**config.mk**
```make
export PLATFORM = sky130hd
export DESIGN_NAME = smp_core
export DESIGN_NICKNAME = d
export VERILOG_FILES = /design/src/verilog/smp_pkg.sv /design/src/verilog/smp_core.sv
export SDC_FILE = /design/constraint.sdc
export NUM_CORES = 2
export LEC_CHECK = 0
export ABC_CLOCK_PERIOD_IN_PS = 56200
export BUFFER_PORTS_ARGS = -buffer_cell sky130_fd_sc_hd__buf_4
export CAP_MARGIN = 20
export CORE_ASPECT_RATIO = 1.5
export CORE_MARGIN = 2
export CORE_UTILIZATION = 30
export DETAILED_ROUTE_END_ITERATION = 10
export GPL_TIMING_DRIVEN = 0
export MAX_ROUTING_LAYER = met4
export PLACE_DENSITY = 0.49
export SETUP_SLACK_MARGIN = 0.3
export SLEW_MARGIN = 20
export SYNTH_ARGS = -nofsm -noshare
export SYNTH_HDL_FRONTEND = slang
export SYNTH_SLANG_ARGS = --single-unit
export TNS_END_PERCENT = 1
```
**constraint.sdc**
```tcl
create_clock -name core_clk -period 56.2 [get_ports core_clk]
set_input_delay 2.81 -clock core_clk [delete_from_list [all_inputs] [get_ports core_clk]]
set_output_delay 2.81 -clock core_clk [all_outputs]
set_load 0.01 [all_outputs]
```
**src/verilog/smp_pkg.sv**
```systemverilog
package smp_pkg;
  // ==========================================================
  // timing
  localparam int CLK_NS = 10;
  localparam int OSC_HALF_NS = 250;
  localparam int OSC_HALF_CYC = OSC_HALF_NS / CLK_NS;
  localparam int TICK_NS = 250;
  localparam int TICK_CYC = TICK_NS / CLK_NS;
  // ==========================================================
  // register byte offsets
  localparam logic [5:0] OFF_CMD = 6'h00;
  localparam logic [5:0] OFF_TARGET = 6'h04;
  localparam logic [5:0] OFF_ACC = 6'h08;
  localparam logic [5:0] OFF_DEC = 6'h0c;
  localparam logic [5:0] OFF_MAX = 6'h10;
  localparam logic [5:0] OFF_MIN = 6'h14;
  localparam logic [5:0] OFF_FS = 6'h18;
  localparam logic [5:0] OFF_MODE = 6'h1c;
  localparam logic [5:0] OFF_POS = 6'h20;
  localparam logic [5:0] OFF_SPEED = 6'h24;
  localparam logic [5:0] OFF_STATUS = 6'h28;
  localparam logic [5:0] OFF_MARK = 6'h2c;
  // ==========================================================
  // fields
  localparam int CMD_DIR_BIT = 4;
  localparam int CMD_MARK_BIT = 5;
  localparam int ST_BUSY_BIT = 0;
  localparam int ST_UNDERVOLTAGE_STATUS_BIT_BIT = 1;
  localparam int ST_BRIDGE_BIT = 2;
  localparam int ST_DIR_BIT = 3;
  localparam int ST_FS_BIT = 4;
  localparam int ST_STATE_LSB = 5;
  localparam logic [2:0] SEL_MAX = 3'h4;
  // ==========================================================
  // reset values
  localparam logic [11:0] ACC_RST = 12'h08a;
  localparam logic [11:0] DEC_RST = 12'h08a;
  localparam logic [9:0] MAX_RST = 10'h041;
  localparam logic [11:0] MIN_RST = 12'h000;
  localparam logic [9:0] FS_RST = 10'h027;
  localparam logic [2:0] SEL_RST = 3'h4;
  // ==========================================================
  // commands and states
  typedef enum logic [3:0] {
    CMD_RUN = 4'h0,
    CMD_UNTIL = 4'h1,
    CMD_RELEASE = 4'h2,
    CMD_TO_POSITION_CMD = 4'h3,
    CMD_DIRECTED_POSITION_CMD = 4'h4,
    CMD_HOME = 4'h5,
    CMD_MARK = 4'h6,
    CMD_MOVE = 4'h7,
    CMD_SSTOP = 4'h8,
    CMD_HSTOP = 4'h9,
    CMD_SREL = 4'ha,
    CMD_HREL = 4'hb
  } smp_cmd_e;
  typedef enum logic [1:0] {
    ST_IDLE = 2'b00,
    ST_MOVE = 2'b01,
    ST_STOP = 2'b11
  } smp_state_e;
endpackage : smp_pkg

```
**src/verilog/smp_core.sv**
```systemverilog
// Added by the designer: the Avalon-MM slave port and the register offsets.
`timescale 1ns/1ns
// Overview of operation
// - reset gives defaults and 2 MHz clock out
// - after reset bridges off, undervoltage_status_bit low, alarm low
// - held in reset, outputs idle, bridges off
// - every motion command, CMD_SSTOP and CMD_HSTOP enable bridges
// - step select up to sixteen microsteps
// - step mode change zeroes electrical position
// - auto full step above threshold speed
// - signed 22-bit absolute position
// - position counts in selected step units
// - speed units independent of step mode
// - acc and dec from 1 to 4094
// - min speed 0 to 4095
// - max speed 1 to 1023
// - profile stays inside programmed limits
// - run starts at min speed, ramps, holds
// - new run accepted any time
// - to_position_cmd shortest path unless directed
// - move exact microsteps in given direction
// - short moves brake before max speed
// - four command classes accepted
// - alarm and busy are open drain low
// - standby input low resets logic
// - busy low while command executes
module smp_core
  import smp_pkg::*;
(
  input wire logic core_clk,
  input wire logic rst,
  input wire logic standby_reset_n,
  input wire logic supply_ok,
  input wire logic switch_in,
  input wire logic [5:0] avs_address,
  input wire logic avs_read,
  input wire logic avs_write,
  input wire logic [31:0] avs_writedata,
  output logic [31:0] avs_readdata,
  output logic avs_waitrequest,
  output logic step_pulse,
  output logic step_dir,
  output logic [5:0] elec_pos,
  output logic bridge_en,
  output logic full_step_mode,
  output logic oscillator_output_pin,
  output logic alarm_o,
  output logic alarm_oe_n,
  output logic busy_o,
  output logic busy_oe_n
);
  // ==========================================================
  // helpers
  function automatic logic [11:0] sat12(input logic [11:0] v);
    sat12 = (v == 12'h000) ? 12'h001 : (v == 12'hfff) ? 12'hffe : v;
  endfunction : sat12
  function automatic logic [31:0] clamp(input logic [31:0] v,
                                        input logic [31:0] lo,
                                        input logic [31:0] hi);
    clamp = (v < lo) ? lo : (v > hi) ? hi : v;
  endfunction : clamp

  // ==========================================================
  // logic reset
  logic hold_reg;
  always_ff @(posedge core_clk or posedge rst) begin
    if (rst) hold_reg <= 1'b1;
    else hold_reg <= ~standby_reset_n;
  end
  wire lrst = rst | hold_reg;

  // ==========================================================
  // registers
  logic ack_reg;
  logic [31:0] rdata_reg;
  logic [11:0] acc_reg;
  logic [11:0] dec_reg;
  logic [9:0] max_reg;
  logic [11:0] min_reg;
  logic [9:0] fs_reg;
  logic [2:0] sel_reg;

  // ==========================================================
  // motion state registers
  logic [21:0] target_reg;
  logic [21:0] pos_reg;
  logic [21:0] mark_reg;
  logic [21:0] rem_reg;
  logic [31:0] speed_reg;
  logic [31:0] tgt_reg;
  logic [39:0] step_acc_reg;
  logic [5:0] elec_reg;
  smp_state_e state_reg;
  logic dir_reg;
  logic bounded_reg;
  logic [1:0] sw_mode_reg;
  logic sw_mark_reg;
  logic hiz_after_reg;
  logic bridge_reg;
  logic fs_flag_reg;

  // ==========================================================
  // pin and timing registers
  logic undervoltage_status_bit_reg;
  logic sw_prev_reg;
  logic step_reg;
  logic [4:0] tick_cnt_reg;
  logic [4:0] osc_cnt_reg;
  logic osc_reg;

  // ==========================================================
  // bus decode
  wire bus_req = avs_read | avs_write;
  wire wr_go = avs_write & ack_reg;
  wire rd_go = avs_read & ack_reg;
  wire wr_cmd = wr_go & (avs_address == OFF_CMD) & supply_ok;
  wire wr_pos = wr_go & (avs_address == OFF_POS);
  wire wr_mode = wr_go & (avs_address == OFF_MODE);
  wire rd_status = rd_go & (avs_address == OFF_STATUS);
  wire [3:0] op = avs_writedata[3:0];
  wire cmd_dir = avs_writedata[CMD_DIR_BIT];

  // ==========================================================
  // status word and read select
  wire [31:0] status_w = {25'h0, state_reg, fs_flag_reg, dir_reg,
                          bridge_reg, undervoltage_status_bit_reg, state_reg != ST_IDLE};
  wire [31:0] rd_mux =
    (avs_address == OFF_TARGET) ? {10'h0, target_reg} :
    (avs_address == OFF_ACC) ? {20'h0, acc_reg} :
    (avs_address == OFF_DEC) ? {20'h0, dec_reg} :
    (avs_address == OFF_MAX) ? {22'h0, max_reg} :
    (avs_address == OFF_MIN) ? {20'h0, min_reg} :
    (avs_address == OFF_FS) ? {22'h0, fs_reg} :
    (avs_address == OFF_MODE) ? {29'h0, sel_reg} :
    (avs_address == OFF_POS) ? {{10{pos_reg[21]}}, pos_reg} :
    (avs_address == OFF_SPEED) ? speed_reg :
    (avs_address == OFF_STATUS) ? status_w :
    (avs_address == OFF_MARK) ? {{10{mark_reg[21]}}, mark_reg} :
    32'h0;

  // ==========================================================
  // bus answer, one wait state
  assign avs_waitrequest = bus_req & ~ack_reg;
  assign avs_readdata = rdata_reg;

  always_ff @(posedge core_clk or posedge lrst) begin
    if (lrst) begin
      ack_reg <= 1'b0;
      rdata_reg <= 32'h0;
    end else begin
      ack_reg <= bus_req & ~ack_reg;
      if (avs_read & ~ack_reg) rdata_reg <= rd_mux;
    end
  end

  // ==========================================================
  // configuration registers
  always_ff @(posedge core_clk or posedge lrst) begin
    if (lrst) begin
      acc_reg <= ACC_RST;
      dec_reg <= DEC_RST;
      max_reg <= MAX_RST;
      min_reg <= MIN_RST;
      fs_reg <= FS_RST;
      sel_reg <= SEL_RST;
      target_reg <= 22'h0;
    end else if (wr_go) begin
      case (avs_address)
        OFF_TARGET: target_reg <= avs_writedata[21:0];
        OFF_ACC: acc_reg <= sat12(avs_writedata[11:0]);
        OFF_DEC: dec_reg <= sat12(avs_writedata[11:0]);
        OFF_MAX: max_reg <= (avs_writedata[9:0] == 10'h0) ? 10'h001 :
                            avs_writedata[9:0];
        OFF_MIN: min_reg <= avs_writedata[11:0];
        OFF_FS: fs_reg <= avs_writedata[9:0];
        OFF_MODE: sel_reg <= (avs_writedata[2:0] > SEL_MAX) ? SEL_MAX :
                             avs_writedata[2:0];
        default: ;
      endcase
    end
  end

  // ==========================================================
  // speed profile arithmetic, units of 2^-40 step per tick
  wire [31:0] vmin = {4'h0, min_reg, 16'h0};
  wire [31:0] vmax = {max_reg, 22'h0};
  wire [31:0] vfs = {fs_reg, 22'h0};
  wire [31:0] acc_w = {20'h0, acc_reg};
  wire [31:0] dec_w = {20'h0, dec_reg};

  // ==========================================================
  // target speed and braking distance
  wire [31:0] run_tgt = clamp({target_reg[9:0], 22'h0}, vmin, vmax);
  wire [31:0] ceil_v = bounded_reg ? vmax : tgt_reg;
  wire [63:0] vsq = 64'(speed_reg) * 64'(speed_reg);
  wire [67:0] lhs = 68'(vsq) << sel_reg;
  wire [33:0] rhs = 34'(dec_reg) * 34'(rem_reg);
  wire brake = bounded_reg & ({8'h0, lhs} >= {1'b0, rhs, 41'h0});

  // ==========================================================
  // next speed
  wire stopping = state_reg == ST_STOP;
  wire decel = stopping | brake | (speed_reg > ceil_v);
  wire [31:0] floor_v = (stopping | brake) ? vmin : ceil_v;
  wire [32:0] up_sum = 33'(speed_reg) + 33'(acc_w);
  wire [32:0] dn_lim = 33'(floor_v) + 33'(dec_w);
  wire [31:0] v_dn = (33'(speed_reg) >= dn_lim) ? speed_reg - dec_w : floor_v;
  wire [31:0] v_up = (up_sum <= 33'(ceil_v)) ? up_sum[31:0] : ceil_v;
  wire [31:0] v_next = decel ? v_dn : v_up;
  wire stop_done = stopping & (speed_reg <= vmin);

  // ==========================================================
  // step generation
  wire tick = tick_cnt_reg == 5'(TICK_CYC - 1);
  wire [40:0] acc_sum = {1'b0, step_acc_reg} + (41'(speed_reg) << sel_reg);
  wire step_now = acc_sum[40];
  wire [5:0] elec_inc = 6'h10 >> sel_reg;

  // ==========================================================
  // position and electrical steps
  wire [21:0] pos_step = dir_reg ? pos_reg + 22'h1 : pos_reg - 22'h1;
  wire [5:0] elec_step = dir_reg ? elec_reg + elec_inc : elec_reg - elec_inc;

  // ==========================================================
  // command decode
  wire [21:0] goal = (op == CMD_HOME) ? 22'h0 :
                     (op == CMD_MARK) ? mark_reg : target_reg;
  wire [21:0] diff = goal - pos_reg;
  wire [21:0] short_dist = diff[21] ? 22'h0 - diff : diff;
  wire [21:0] dir_dist = cmd_dir ? diff : 22'h0 - diff;

  // ==========================================================
  // command classes
  wire is_run = (op == CMD_RUN) | (op == CMD_UNTIL) | (op == CMD_RELEASE);
  wire is_to_position_cmd = (op == CMD_TO_POSITION_CMD) | (op == CMD_HOME) | (op == CMD_MARK);
  wire is_bnd = is_to_position_cmd | (op == CMD_DIRECTED_POSITION_CMD) | (op == CMD_MOVE);
  wire [21:0] new_dist = is_to_position_cmd ? short_dist :
                         (op == CMD_DIRECTED_POSITION_CMD) ? dir_dist : target_reg;
  wire new_dir = is_to_position_cmd ? ~diff[21] : cmd_dir;

  // ==========================================================
  // switch edges
  wire sw_fall = sw_prev_reg & ~switch_in;
  wire sw_rise = ~sw_prev_reg & switch_in;
  wire sw_hit = (state_reg == ST_MOVE) &
                (((sw_mode_reg == 2'd1) & sw_fall) | ((sw_mode_reg == 2'd2) & sw_rise));
  wire start_v = state_reg == ST_IDLE;

  // ==========================================================
  // motion control
  always_ff @(posedge core_clk or posedge lrst) begin
    if (lrst) begin
      state_reg <= ST_IDLE;
      speed_reg <= 32'h0;
      tgt_reg <= 32'h0;
      step_acc_reg <= 40'h0;
      rem_reg <= 22'h0;
      pos_reg <= 22'h0;
      mark_reg <= 22'h0;
      elec_reg <= 6'h0;
      dir_reg <= 1'b1;
      bounded_reg <= 1'b0;
      sw_mode_reg <= 2'd0;
      sw_mark_reg <= 1'b0;
      hiz_after_reg <= 1'b0;
      bridge_reg <= 1'b0;
      step_reg <= 1'b0;
    end else begin
      step_reg <= 1'b0;
      if (wr_mode) elec_reg <= 6'h0;
      if (wr_pos) pos_reg <= avs_writedata[21:0];
      if (wr_cmd) begin
        if (op <= CMD_SSTOP || op == CMD_HSTOP) bridge_reg <= 1'b1;
        if (is_run) begin
          state_reg <= ST_MOVE;
          bounded_reg <= 1'b0;
          dir_reg <= cmd_dir;
          tgt_reg <= (op == CMD_RELEASE) ? vmin : run_tgt;
          sw_mode_reg <= (op == CMD_UNTIL) ? 2'd1 : (op == CMD_RELEASE) ? 2'd2 : 2'd0;
          sw_mark_reg <= avs_writedata[CMD_MARK_BIT];
          if (start_v) speed_reg <= vmin;
        end else if (is_bnd) begin
          state_reg <= (new_dist == 22'h0) ? ST_IDLE : ST_MOVE;
          bounded_reg <= 1'b1;
          sw_mode_reg <= 2'd0;
          rem_reg <= new_dist;
          dir_reg <= new_dir;
          if (start_v) speed_reg <= vmin;
        end else if (op == CMD_SSTOP || op == CMD_SREL) begin
          hiz_after_reg <= op == CMD_SREL;
          if (!start_v) state_reg <= ST_STOP;
          else if (op == CMD_SREL) bridge_reg <= 1'b0;
        end else if (op == CMD_HSTOP || op == CMD_HREL) begin
          state_reg <= ST_IDLE;
          speed_reg <= 32'h0;
          if (op == CMD_HREL) bridge_reg <= 1'b0;
        end
      end else if (sw_hit) begin
        if (sw_mark_reg) mark_reg <= pos_reg;
        else pos_reg <= 22'h0;
        sw_mode_reg <= 2'd0;
        hiz_after_reg <= 1'b0;
        if (sw_mode_reg == 2'd1) state_reg <= ST_STOP;
        else begin
          state_reg <= ST_IDLE;
          speed_reg <= 32'h0;
        end
      end else if (tick && state_reg != ST_IDLE) begin
        if (stop_done) begin
          state_reg <= ST_IDLE;
          speed_reg <= 32'h0;
          if (hiz_after_reg) bridge_reg <= 1'b0;
        end else begin
          speed_reg <= v_next;
          step_acc_reg <= acc_sum[39:0];
          if (step_now) begin
            step_reg <= 1'b1;
            pos_reg <= pos_step;
            if (!wr_mode) elec_reg <= elec_step;
            if (bounded_reg) begin
              rem_reg <= rem_reg - 22'h1;
              if (rem_reg == 22'h1) begin
                state_reg <= ST_IDLE;
                speed_reg <= 32'h0;
              end
            end
          end
        end
      end
    end
  end

  // ==========================================================
  // tick, oscillator out, status
  always_ff @(posedge core_clk or posedge lrst) begin
    if (lrst) begin
      tick_cnt_reg <= 5'h0;
      osc_cnt_reg <= 5'h0;
      osc_reg <= 1'b0;
      fs_flag_reg <= 1'b0;
      undervoltage_status_bit_reg <= 1'b0;
      sw_prev_reg <= 1'b1;
    end else begin
      tick_cnt_reg <= tick ? 5'h0 : tick_cnt_reg + 5'h1;
      if (osc_cnt_reg == 5'(OSC_HALF_CYC - 1)) begin
        osc_cnt_reg <= 5'h0;
        osc_reg <= ~osc_reg;
      end else begin
        osc_cnt_reg <= osc_cnt_reg + 5'h1;
      end
      fs_flag_reg <= speed_reg > vfs;
      if (!supply_ok) undervoltage_status_bit_reg <= 1'b0;
      else if (rd_status) undervoltage_status_bit_reg <= 1'b1;
      sw_prev_reg <= switch_in;
    end
  end

  // ==========================================================
  // outputs
  assign step_pulse = step_reg;
  assign step_dir = dir_reg;
  assign elec_pos = elec_reg;
  assign bridge_en = bridge_reg;
  assign full_step_mode = fs_flag_reg;
  assign oscillator_output_pin = osc_reg;

  // ==========================================================
  // open drain pins
  assign alarm_o = 1'b0;
  assign alarm_oe_n = undervoltage_status_bit_reg;
  assign busy_o = 1'b0;
  assign busy_oe_n = state_reg == ST_IDLE;
endmodule : smp_core

```
# Yosys cells after proc, flatten, opt, wreduce, memory -nomap -nowiden

Index checks and enable logic that the tools add are counted.
Widths: inputs -> output; s select.

Flip-flop bits (word level): 315
Input port bits: 45
Output and inout bits: 48
Word-level logic and storage cells: 295

Add/sub/neg operators: 13
Multiply operators: 2
Magnitude comparators: 10
Equal/unequal tests: 43
Shift-type cells: 3
Muxes and demuxes: 118
Bitwise gates (word level): 36
Reduce and logical (&&, ||, !) cells: 39

Operators with widths:

| operator              | number |
|---|---|
| $mux 32               | 32 |
| $mux 22               | 22 |
| $gt 32x32->1          | 3 |
| $ge 68x75->1          | 1 |
| $shl 64x3->68         | 1 |
| $add 32x12->33        | 2 |
| $mul 32x32->64        | 1 |
| $mux 6                | 8 |
| $sub 22x1->22 const B | 2 |
| $add 40x41->41        | 1 |
| $shl 32x3->41         | 1 |
| $mux 2                | 19 |
| $mul 12x22->34        | 1 |
| $ge 32x33->1          | 1 |
| $le 33x32->1          | 1 |
| $le 32x28->1          | 1 |
| $lt 32x28->1          | 1 |
| $sub 32x12->32        | 1 |
| $mux 1                | 31 |
| $eq 6x5->1 const B    | 4 |
| $eq 6x6->1 const B    | 4 |
| $mux 12               | 2 |
| $add 22x1->22 const B | 1 |
| $eq 22x1->1 const B   | 1 |
| 48 further kinds      | 122 |

# Longest topological paths before layout

Depth in word-level cells: 17
Depth in mapped cells: 63
Depth with buffers taken out: 58

# Least setup slack after synthesis

Ideal clock, no wire load.

Path kind: register to register
Start point: register speed_reg[19]
End point: register speed_reg[24]
Library setup time: 77 ps
Arrival time: 14,151 ps
Data required time: 56,123 ps
Path slack: 41,972 ps
Cell stages (with the launch flop): 59
Buffers on the path: 6
Period minus slack after synthesis: 14,228 ps
Cell sequence: dfrtp_1 -> buf_1 -> clkbuf_1 -> clkbuf_1 -> nand2_1 -> fa_1 -> inv_1 -> fa_1 -> fa_1 -> fa_1 -> fa_1 -> fa_1 -> fa_1 -> inv_1 -> fa_1 -> inv_1 -> ha_1 -> clkbuf_1 -> [... 23 more ...] -> a41oi_1 -> a2111oi_2 -> a21oi_2 -> mux2_2 -> ha_1 -> a21o_1 -> a21o_1 -> a21oi_1 -> o211a_1 -> o311ai_0 -> o21ai_0 -> a31oi_1 -> o21ai_0 -> nor2b_1 -> clkbuf_1 -> clkbuf_1 -> mux2_2 -> o21ai_1

Word-level cells in the longest chain between the ends: 17
Elaborated cells on any way between the ends: 27
Classes of those cells: 4 x add/sub; 1 x mul; 5 x order compare; 2 x shift; 11 x mux; 4 x bitwise

Ends and longest elaborated chain:

| item                     | RTL line                         | source |
|---|---|---|
| start: declaration       | smp_core.sv:89                   | `logic [31:0] speed_reg;` |
| start signal: assignment | smp_core.sv:281                  | `if (start_v) speed_reg <= vmin;` |
| start signal: assignment | smp_core.sv:288                  | `if (start_v) speed_reg <= vmin;` |
| start signal: assignment | smp_core.sv:314                  | `speed_reg <= v_next;` |
| $mul 32x32->64           | smp_core.sv:195                  | `wire [63:0] vsq = 64'(speed_reg) * 64'(speed_reg);` |
| $shl 64x3->68            | smp_core.sv:196                  | `wire [67:0] lhs = 68'(vsq) << sel_reg;` |
| $ge 68x75->1             | smp_core.sv:198                  | `wire brake = bounded_reg & ({8'h0, lhs} >= {1'b0, rhs, 41'h0});` |
| $and 1x1->1              | smp_core.sv:198                  |  |
| $or 1x1->1               | smp_core.sv:203, smp_core.sv:204 |  |
| $mux 32                  | smp_core.sv:204                  | `wire [31:0] floor_v = (stopping \| brake) ? vmin : ceil_v;` |
| $add 32x12->33           | smp_core.sv:206                  | `wire [32:0] dn_lim = 33'(floor_v) + 33'(dec_w);` |
| $ge 32x33->1             | smp_core.sv:207                  | `wire [31:0] v_dn = (33'(speed_reg) >= dn_lim) ? speed_reg - dec_w : floor_v;` |
| $mux 32                  | smp_core.sv:207                  |  |
| $mux 32                  | smp_core.sv:209                  | `wire [31:0] v_next = decel ? v_dn : v_up;` |
| $mux 32                  | smp_core.sv:322                  | `if (rem_reg == 22'h1) begin` |
| $mux 32                  | smp_core.sv:320                  | `if (bounded_reg) begin` |
| $mux 32                  | smp_core.sv:316                  | `if (step_now) begin` |
| $mux 32 (*)              | smp_core.sv:309                  | `if (stop_done) begin` |
| $mux 32 (*)              | smp_core.sv:308                  | `end else if (tick && state_reg != ST_IDLE) begin` |
| $mux 32 (*)              | smp_core.sv:298                  | `end else if (sw_hit) begin` |
| $mux 32 (*)              | smp_core.sv:272                  | `if (wr_cmd) begin` |

Mark *: on every way between the ends. The rest lies on a longest branch, timed or not. The select of a mux whose other input is x is not followed.
A chain may end at the register's enable or synchronous reset.

# Final worst setup path

Start point: register speed_reg[19]
End point: register speed_reg[8]

Same word-level chain as after synthesis.

==> results.json <==
{
  "worst_slack_ns": 34.32,
  "cp.required_ns": 56.67,
  "synth-async-reset-ratio_pct": 100.0,
  "final-seq-area_sq_um": 7502,
  "grt_pass1_wl_microns": 410900,
  "topRoutingLayerUsed": "met4",
  "drv_slew": 0,
  "slowest_stage": "clkbuf_1",
  "synth_area_leader_cell": "fa_1",
  "cts_tree": "built",
  "path_class": "reg2reg",
  "synthTopCellsByCount": "inv_1, fa_1, nand2_1, ha_1, nor2_1",
  "cp_max_fo": 11,
  "wl_met1_microns": 96970,
  "die_h_microns": 571.7,
  "endpoint_kind": "register",
  "setup_viol": 0,
  "critPathLaunchType": "register",
  "wl_per_cell_microns": 27.59,
  "drt_pass1_iterations": 9,
  "clockBufferDepth": 3,
  "grt_max_degree": 27,
  "hold_class": "reg2async",
  "worstMarginPinSlew_ns": 1.283,
  "floorplan.initialDensity_pct": 30.13,
  "ys_types": 103,
  "critPathLaunch": "speed_reg[19]",
  "cts_setup_buffers": 0,
  "reg2reg_from": "speed_reg[19]",
  "fin_nets": 9148,
  "swShare_pct": 57.17,
  "wl_microns": 286500,
  "fin_skew_ns": 0.04179,
  "fin_tns_setup_ns": 0,
  "seq_area_frac_synth_pct": 11.64,
  "cts.htree.levels": 2,
  "max_stage_delay_ns": 0.93,
  "cts_buffers": 34,
  "p_per_area_nw_per_um2": 32.20,
  "pwr-share-clk_pct": 10.6,
  "die_x_microns": 382.5,
  "dp_slack_ns": 34.87,
  "power.share.sequential_pct": 11.1,
  "synth_area_leaders": "fa_1, ha_1, dfrtp_1, inv_1, nand2_1",
  "rsz0062_at_grt": "false",
  "dr_total_vias": 55460,
  "placed_area_sq_um": 69180,
  "vias_per_cell": 5.341,
  "die_area_sq_um": 218700,
  "outcome": "completed",
  "area_growth_pct": 9.189,
  "max-vdd-ir-drop_uv": 53.39,
  "root_buffer": "clkbuf_16",
  "worst_skew_pair.late_latency_ns": 0.63,
  "ios": 93,
  "fin_crit_sh_pct": 38.93,
  "cts_hold_buffers": 0,
  "internal-power_mw": 0.9705,
  "p_switching_mw": 1.296,
  "post_cts_resized": 0,
  "synth_edf_count": 0,
  "dr_wl_met2_microns": 146000,
  "total_power_mw": 2.266,
  "grt-ovfl-total": 0,
  "rows": 208,
  "core_area_sq_um": 213900,
  "arrival_ns": 22.34,
  "synth.most_common_cell": "inv_1",
  "hold_viol_final": 0,
  "path_common_cell": "fa_1",
  "port_buffers": 71,
  "period_minus_slack_ns": 21.88,
  "antenna_left": 0,
  "synth_ff_type": "dfrtp_1",
  "fmax_mhz": 45.71,
  "drive_above_1_share_pct": 5.775,
  "ys_warn_count": 0,
  "drt_iter0_drc": 3892,
  "synth.avg_cell_area_sq_um": 8.745,
  "dr_wl_met3_microns": 14620,
  "gp_congestion": 1.049,
  "synth_cells": 7371,
  "drc": 0,
  "cts.sinks": 299,
  "largest_register_ffs": 40,
  "path_clk_slew_ns": 0.07,
  "maxCapViolations": 0,
  "dp_hpwl_microns": 239000,
  "antenna_found_initial": 12,
  "track_usage_pct": 26.81,
  "final_util_pct": 32.90,
  "multiInputGateArea_sq_um": 50840,
  "combPwrFrac_pct": 78.3,
  "max-slew-margin-rel_pct": 13.54,
  "ys_ff_latch": 299,
  "synth_area_sq_um": 64460,
  "fillers": 22680,
  "synth_top_area_share_pct": 31.55,
  "power_leakage_nw": 34.90,
  "grt_pass1_vias": 59050,
  "final_area_sq_um": 70380
}
worst paths after layout:
| check | endpoint | slack [ns] | depth (start not counted) |
|---|---|---|---|
| setup / recovery | speed_reg[8] | 34.32 | 60 |
| hold reg to reg | avs_readdata[8] | 0.36 | 1 |
| setup reg to reg | speed_reg[8] | 34.32 | 60 |
| min in group core_clk | tgt_reg[21] | 0.48 | 2 |
| hold / removal | avs_readdata[8] | 0.36 | 1 |
| max in group asynchronous | acc_reg[7] | 52.68 | 6 |
metrics by stage:
stage	cells	hold WS (ns)
finish	10380	0.3559
global placement	10280	0.4560
floorplan	7372	0.4422
CTS	10370	0.3823
detailed placement	10300	0.3911
global route	10380	0.4210
area by class of cell:
class / instances / share of cell area (%)
well taps: 2835 / 5.040
inverters: 1276 / 6.805
plain buffers: 369 / 2.085
flip-flops and latches: 299 / 10.66
clock inverters: 12 / 0.2151
clock buffers: 50 / 1.379
repair buffers: 98 / 1.520
diodes: 17 / 0.06044
multi-input cells: 5428 / 72.24
metal layers:
layer	up-vias	track usage, %
met5	-	-
met4	0	21.83
met3	824	3.465
met2	2050	47.06
met1	28270	26.60
li1	24310	-
critical path, delay by kind of cell, from the launching register on:
family,cells,cell delay (ns)
AO/OA/AOI/OAI,22,6.64
XOR/XNOR,1,0.21
adder cells (fa/ha/maj),11,5.15
buffers and inverters,10,4.24
flip-flops,1,0.74
multiplexers,3,1.22
AND/OR/NAND/NOR,13,3.38
power groups by stage:
stage	Sequential, mW	Clock [mW]	Combinational (mW)
after floorplan	0.240	0	1.13
after global placement	0.255	0	1.75
after detailed placement	0.255	0	1.76
after CTS	0.251	0.245	1.77
after global routing	0.252	0.249	1.93
final	0.252	0.240	1.77
logic make-up (layout without fill, tap and decap cells):
| family | after synthesis | after routing | synth area share (%) |
|---|---|---|---|
| AO/OA/AOI/OAI | 1271 | 1271 | 12.85 |
| XOR/XNOR | 246 | 246 | 3.342 |
| adder cells (fa/ha/maj) | 1598 | 1598 | 42.85 |
| buffers and inverters | 1645 | 1805 | 9.629 |
| flip-flops | 299 | 299 | 11.64 |
| multiplexers | 259 | 259 | 4.600 |
| other | 1 | 19 | 0.005818 |
| AND/OR/NAND/NOR | 2052 | 2052 | 15.09 |
cell usage in the layout (no fill, tap or decap), types with 28 or more instances in the layout:
master	count
mux2i_1	114
a22oi_1	36
clkbuf_2	37
xor2_1	105
clkbuf_1	291
o211ai_1	33
fa_1	1016
a211oi_1	37
buf_1	32
inv_1	1265
o22ai_1	40
nor3_1	102
nand2b_1	47
o21ai_0	276
nor2b_1	56
nor2_1	373
o21a_1	41
nand2_1	845
a21o_1	123
and3_1	47
dfrtp_1	283
nand3_1	104
a21oi_1	312
a22o_1	29
mux2_2	127
nand4_1	58
or3_1	35
and2_1	261
clkbuf_16	34
xnor2_1	141
ha_1	581
o21ai_1	28
buf_4	80
o21bai_1	34
a31oi_1	44
(Power assumes the default switching activity.)
